File: src/adc_readout_consts.vh
// Constants for the converter serial readout frame
`ifndef ADC_READOUT_CONSTS_VH
`define ADC_READOUT_CONSTS_VH

// ****************************************
// Frame shape
// ****************************************
`define BITS_PER_BYTE 8
`define BIT_CNT_W 3
`define BIT_CNT_LAST 3'h7
`define FRAME_BYTES 3
`define BYTE_IDX_W 2
`define BYTE_IDX_CFG 2'h0
`define BYTE_IDX_HIGH 2'h1
`define BYTE_IDX_LOW 2'h2
`define BYTE_IDX_DONE 2'h3

// ****************************************
// Result layout
// ****************************************
`define RESULT_W 12
`define RES_HI_MSB 11
`define RES_HI_LSB 7
`define RES_LO_MSB 6
`define RES_LO_LSB 0
`define HIGH_PAD 3'h0
`define LOW_FILL 1'h0

// ****************************************
// Pin synchroniser reset levels {din, sclk, cs_n}
// ****************************************
`define PIN_RESET 3'h1
`define BYTE_ZERO 8'h00

`endif

File: src/pin_sync.v
// Two-stage pin synchroniser with edge detection per bit
`timescale 1ns/1ps
module pin_sync
#(
    parameter WIDTH = 3,
    parameter [WIDTH-1:0] RESET_LEVEL = {WIDTH{1'b0}}
)
(
    input wire clk_in,
    input wire resetn_in,
    input wire ce_in,
    input wire [WIDTH-1:0] pin_in,
    output wire [WIDTH-1:0] level_out,
    output wire [WIDTH-1:0] rise_out,
    output wire [WIDTH-1:0] fall_out
);

    genvar i;

    // ****************************************
    // One synchroniser and edge detector per pin
    // ****************************************
    generate
        for (i = 0; i < WIDTH; i = i + 1)
        begin : g_bit
            reg stage1;
            reg stage2;
            reg prev;

            // Stage1 feeds stage2 only; prev holds last synced level
            always @(posedge clk_in)
            begin
                if (!resetn_in)
                begin
                    stage1 <= RESET_LEVEL[i];
                    stage2 <= RESET_LEVEL[i];
                    prev <= RESET_LEVEL[i];
                end
                else if (ce_in)
                begin
                    stage1 <= pin_in[i];
                    stage2 <= stage1;
                    prev <= stage2;
                end
            end

            // Edges seen on the synced level
            assign level_out[i] = stage2;
            assign rise_out[i] = stage2 & ~prev;
            assign fall_out[i] = ~stage2 & prev;
        end
    endgenerate

endmodule

File: src/adc_serial_result_readout.v
// Device-side serial readout frame of a 12-bit converter result
//
// Summary of operation
// - Each byte moves most significant bit first over eight serial clock periods driven by the host.
// - A full result is read in one frame of three 8-bit transfers while chip select stays low.
// - In the second transfer result bits 11 to 7 sit in the five low positions and the upper three are zero.
// - In the third transfer result bits 6 to 0 sit in the seven upper positions and the last bit is filler.
`timescale 1ns/1ps
`include "adc_readout_consts.vh"
module adc_serial_result_readout
(
    input wire clk_in,
    input wire resetn_in,
    input wire ce_in,
    input wire cs_n_in,
    input wire sclk_in,
    input wire din_in,
    output reg dout_out,
    output wire dout_oe_out,
    input wire [`RESULT_W-1:0] result_in,
    output reg [`BITS_PER_BYTE-1:0] config_out,
    output reg config_valid_out,
    output reg [`RESULT_W-1:0] result_sent_out,
    output reg frame_done_out,
    output wire frame_active_out
);

    // ****************************************
    // Pin synchronisation
    // ****************************************
    wire [2:0] pin_level;
    wire [2:0] pin_rise;
    wire [2:0] pin_fall;

    // Bit 0 chip select, bit 1 serial clock, bit 2 data in
    pin_sync
    #(
        .WIDTH(3),
        .RESET_LEVEL(`PIN_RESET)
    )
    u_pin_sync
    (
        .clk_in(clk_in),
        .resetn_in(resetn_in),
        .ce_in(ce_in),
        .pin_in({din_in, sclk_in, cs_n_in}),
        .level_out(pin_level),
        .rise_out(pin_rise),
        .fall_out(pin_fall)
    );

    // ****************************************
    // Edge qualification
    // ****************************************
    wire cs_n_sync;
    wire sclk_rise;
    wire sclk_fall;
    wire din_sync;
    wire cs_rise;

    // Chip select gates the serial clock edges
    assign cs_n_sync = pin_level[0];
    assign cs_rise = pin_rise[0];
    assign sclk_rise = pin_rise[1] & ~cs_n_sync;
    assign sclk_fall = pin_fall[1] & ~cs_n_sync;
    assign din_sync = pin_level[2];

    // ****************************************
    // Frame position
    // ****************************************
    reg [`BIT_CNT_W-1:0] bit_cnt;
    reg [`BYTE_IDX_W-1:0] byte_idx;
    reg [`BITS_PER_BYTE-1:0] rx_shift;
    reg [`RESULT_W-1:0] held_result;
    wire byte_end;
    wire [`BITS_PER_BYTE-1:0] rx_byte;

    // Eighth rising edge closes a byte
    assign byte_end = sclk_rise && (bit_cnt == `BIT_CNT_LAST);
    assign rx_byte = {rx_shift[`BITS_PER_BYTE-2:0], din_sync};
    assign frame_active_out = ~cs_n_sync;

    // Bit and byte counting, restarted whenever chip select is high
    always @(posedge clk_in)
    begin
        if (!resetn_in)
        begin
            bit_cnt <= {`BIT_CNT_W{1'b0}};
            byte_idx <= `BYTE_IDX_CFG;
        end
        else if (ce_in)
        begin
            if (cs_n_sync)
            begin
                bit_cnt <= {`BIT_CNT_W{1'b0}};
                byte_idx <= `BYTE_IDX_CFG;
            end
            else if (sclk_rise)
            begin
                bit_cnt <= bit_cnt + 3'h1;
                if (bit_cnt == `BIT_CNT_LAST && byte_idx != `BYTE_IDX_DONE)
                begin
                    byte_idx <= byte_idx + 2'h1;
                end
            end
        end
    end

    // ****************************************
    // Receive shift register
    // ****************************************

    // Host data collected MSB first, cleared so an aborted frame leaves no bits behind
    always @(posedge clk_in)
    begin
        if (!resetn_in)
        begin
            rx_shift <= `BYTE_ZERO;
        end
        else if (ce_in)
        begin
            if (cs_n_sync)
            begin
                rx_shift <= `BYTE_ZERO;
            end
            else if (sclk_rise)
            begin
                rx_shift <= rx_byte;
            end
        end
    end

    // ****************************************
    // Configuration capture and result hold
    // ****************************************
    // First byte of the frame is the configuration word; result frozen here
    always @(posedge clk_in)
    begin
        if (!resetn_in)
        begin
            config_out <= `BYTE_ZERO;
            config_valid_out <= 1'b0;
            held_result <= {`RESULT_W{1'b0}};
        end
        else if (ce_in)
        begin
            config_valid_out <= 1'b0;
            if (byte_end && byte_idx == `BYTE_IDX_CFG)
            begin
                config_out <= rx_byte;
                config_valid_out <= 1'b1;
                held_result <= result_in;
            end
        end
    end

    // ****************************************
    // Frame completion
    // ****************************************

    // Third byte finished: whole result went out
    always @(posedge clk_in)
    begin
        if (!resetn_in)
        begin
            result_sent_out <= {`RESULT_W{1'b0}};
            frame_done_out <= 1'b0;
        end
        else if (ce_in)
        begin
            frame_done_out <= 1'b0;
            if (byte_end && byte_idx == `BYTE_IDX_LOW)
            begin
                result_sent_out <= held_result;
                frame_done_out <= 1'b1;
            end
        end
    end

    // ****************************************
    // Output data
    // ****************************************
    reg [`BITS_PER_BYTE-1:0] tx_byte;

    // Byte presented in the current transfer
    always @*
    begin
        case (byte_idx)
            `BYTE_IDX_HIGH:
                tx_byte = {`HIGH_PAD, held_result[`RES_HI_MSB:`RES_HI_LSB]};
            `BYTE_IDX_LOW:
                tx_byte = {held_result[`RES_LO_MSB:`RES_LO_LSB], `LOW_FILL};
            default:
                tx_byte = `BYTE_ZERO;
        endcase
    end

    // Launch on falling edge so the host samples on the rising one
    always @(posedge clk_in)
    begin
        if (!resetn_in)
        begin
            dout_out <= 1'b0;
        end
        else if (ce_in)
        begin
            if (cs_n_sync || cs_rise)
            begin
                dout_out <= 1'b0;
            end
            else if (sclk_fall)
            begin
                dout_out <= tx_byte[`BIT_CNT_LAST - bit_cnt];
            end
        end
    end

    // Drive the data line only inside a frame
    assign dout_oe_out = ~cs_n_sync;

endmodule

File: config.mk
export PLATFORM = sky130hd
export DESIGN_NAME = adc_serial_result_readout
export DESIGN_NICKNAME = d
export VERILOG_FILES = /design/src/pin_sync.v /design/src/adc_serial_result_readout.v
export VERILOG_INCLUDE_DIRS = /design/src
export SDC_FILE = /design/constraint.sdc
export NUM_CORES = 1
export LEC_CHECK = 0
export ABC_AREA = 1
export ABC_CLOCK_PERIOD_IN_PS = 4590
export BUFFER_PORTS_ARGS = -buffer_cell sky130_fd_sc_hd__buf_2
export CAP_MARGIN = 20
export CORE_ASPECT_RATIO = 0.6
export CORE_MARGIN = 4
export CORE_UTILIZATION = 56
export CTS_CLUSTER_SIZE = 40
export DETAILED_ROUTE_END_ITERATION = 8
export PLACE_DENSITY = 0.78
export SKIP_CTS_REPAIR_TIMING = 1
export SLEW_MARGIN = 25
export SYNTH_ARGS = -nofsm -noshare
export SYNTH_HDL_FRONTEND = slang
export SYNTH_SLANG_ARGS = --single-unit
export TNS_END_PERCENT = 30
File: constraint.sdc
create_clock -name clk_in -period 4.59 [get_ports clk_in]
set_input_delay 0.918 -clock clk_in [delete_from_list [all_inputs] [get_ports clk_in]]
set_output_delay 0.918 -clock clk_in [all_outputs]
set_load 0.05 [all_outputs]
==> flow_metrics.tcl <==
set metrics [dict create \
    status "completed" \
    diodes 0 \
    crit_cells 6 \
    synth_top_area_cell "dfxtp_1" \
    htreeDepth 2 \
    final.min_clock_period_ns 2.37 \
    clockBufferDepth 2 \
    crit-reg2reg-launch "u_pin_sync.g_bit[1].prev" \
    synthCells 285 \
    vdd_drop_max_mv 0.185 \
    worstHoldPathCells 2 \
    crit_fanout 41 \
    startpoint_type "primary input" \
    setup_violations 0 \
    finalNonFillerCells 365 \
    post-place-cells 357 \
    synthTopCellsByArea "dfxtp_1, a21oi_1, inv_1" \
    antenna_found_initial 0 \
    ios 43 \
    most-common-layout-cells "dfxtp_1, a21oi_1, buf_2" \
    synth_area_per_cell_um2 7.87 \
    cap_viol_max_count 0 \
    clkLatencyLatePin_ns 0.31 \
    coreArea_mm2 0.00376 \
    grt_max_degree 42 \
    clk_pin_slew_worst_paths_ns 0.09 \
    setup_tns_ns 0 \
    cp.arrival_ns 2.56 \
    drive_gt1_share_pct 17.3 \
    nNetsFinal 341 \
    core.rowCount 17 \
    crit_buf_inv 1 \
    drv_slew 0 \
    ys_seq_area_share_pct 48.2 \
    die-area_mm2 0.00511 \
    syn2layout_area_growth_pct 10.9 \
    drt-initial-drc-count 119 \
    cts-root-buf "clkbuf_8" \
    numCtsBuffers 5 \
    synth_cell_types 20 \
    max_stage_delay_ns 0.41 \
    synth.net_count 309 \
    fin_crit_sh_pct 51.6 \
    hold_violations 0 \
    hp-class "reg2reg" \
    num_vias 1878 \
    drt.antenna.violating_nets 0 \
    grt_pass1_wl_um 7870 \
    rsz0062_at_grt "no" \
    max_slew_margin_pct 59.3 \
    grt_overflow 0 \
    clock-sinks 54 \
    wire_per_inst_um 12.7 \
    cts_tree "done" \
    mostFrequentLayoutCell "dfxtp_1" \
    wl_um 4640 \
    fmax_mhz 422 \
    path_cells "buf_2 -> nand3_2 -> nor2_4 -> nand3_4 -> o21ai_1 -> a21oi_1" \
    worstHoldStart "result_sent_out[6]" \
    cpLargestDelayFamily "simple AND/OR/NAND/NOR gates" \
    post_dp_cell_area_mm2 0.00239 \
    dieWidth_um 89.7 \
    slowest_stage "nand3_4" \
    p_leak_nw 1.01 \
    hpwlAfterDp_um 3260 \
    ys_warn_count 0 \
    worstPathRequired_ns 4.78 \
    routabilityCongestion 0.839 \
    reg2reg_depth 6 \
    worst_pin_slew_ns 0.610 \
    fillerInstances 340 \
    synthesis.area_mm2 0.00224 \
    drc 0 \
    port_buffers 42 \
    min_to "result_sent_out[6]" \
    synth_seq_cells 54 \
    cp-end-kind "flop" \
    reg2reg_to "held_result[8]" \
    clock_skew_ns 0.00513 \
    pwr_density_cell_mw_per_mm2 318 \
    final_area_mm2 0.00249 \
    netlist.area_leader.share_pct 48.2 \
    grt_use_total_pct 19.6 \
    drt_first_pass_iters 4 \
    initial_core_util_pct 59.6 \
    first_global_vias 1704 \
    vias_per_cell 5.15 \
    critPathKind "in2reg" \
    reg2reg_slack_ns 2.65 \
    die_y_um 57.0 \
]
layer usage:
layer,wire length (um),share of wire (%),GRT usage [%]
met1,2380,51,30.1
met2,1900,41,26.6
met3,307,6.6,4.76
met4,53,1.1,6.37
met5,0,0,0
through the flow:
step           hold WS [ns]  utilization, %  total power (W)  setup WS [ns]
2_1_floorplan         0.429               -         0.000516           2.66
3_3_place_gp          0.429            63.5         0.000527           2.03
3_5_place_dp          0.433            63.5         0.000528           1.94
4_1_cts               0.448            66.0         0.000794           2.23
5_1_grt               0.467            66.0         0.000822           1.98
6_report              0.445            66.0         0.000790           2.22
worst register-to-register path, cell delays in order, from the launching register on:
cell,delay [ns]
dfxtp_1,0.31
inv_1,0.11
nand3_2,0.25
nor2_4,0.38
nand3_4,0.41
o21ai_1,0.30
a21oi_1,0.07
flip-flops by register name (all words and copies together) (netlist names), 2 cells and up:
register	cells
u_pin_sync.g_bit.stage2	3
config_out	8
held_result	12
byte_idx	2
result_sent_out	12
u_pin_sync.g_bit.stage1	3
rx_shift	7
bit_cnt	3
kinds of logic (layout without fill, tap and decap cells):
group | Yosys count | count (layout) | share of synthesized area, %
AO/OA/AOI/OAI | 92 | 92 | 20.5
adder cells (fa/ha/maj) | 6 | 6 | 3.35
buffers and inverters | 59 | 92 | 12.4
flip-flops | 54 | 54 | 48.2
AND/OR/NAND/NOR | 74 | 74 | 15.5
power by group:
part	leakage [nW]	switching [W]	internal, W
Sequential	0.436	0.00000339	0.000472
Combinational	0.525	0.0000283	0.0000135
Clock	0.0472	0.000151	0.000121
Total	1.01	0.000182	0.000607
Yosys cell counts:
cell      count
o21ai_0      14
a21oi_1      52
clkbuf_1      6
buf_6         6
inv_1        41
nand3_1      16
nand3b_1      1
o21ai_1      26
nor3_1        1
nor2_4        1
ha_1          6
nand3_2       1
nand2_1      39
nand3_4       2
nor3b_1       1
dfxtp_1      54
buf_4         2
inv_2         1
buf_2         3
nor2_1       12
how the worst max path moves through the flow:
| stage | to | start |
|---|---|---|
| CTS | held_result[8] | ce_in |
| global placement | config_out[3] | ce_in |
| finish | held_result[8] | ce_in |
| floorplan | frame_active_out | u_pin_sync.g_bit[0].stage2 |
| global route | config_out[3] | ce_in |
| detailed placement | held_result[8] | ce_in |
final cells by class:
type                    count  area [um^2]  area share [%]
inverters                  42          158            6.34
clock inverters             2         12.5           0.503
multi-input cells         172          883            35.5
repair buffers             42          210            8.45
clock buffers               6         82.6            3.32
well taps                  47         58.8            2.37
flip-flops and latches     54         1080            43.5
Power figures use the tool's default switching activity.
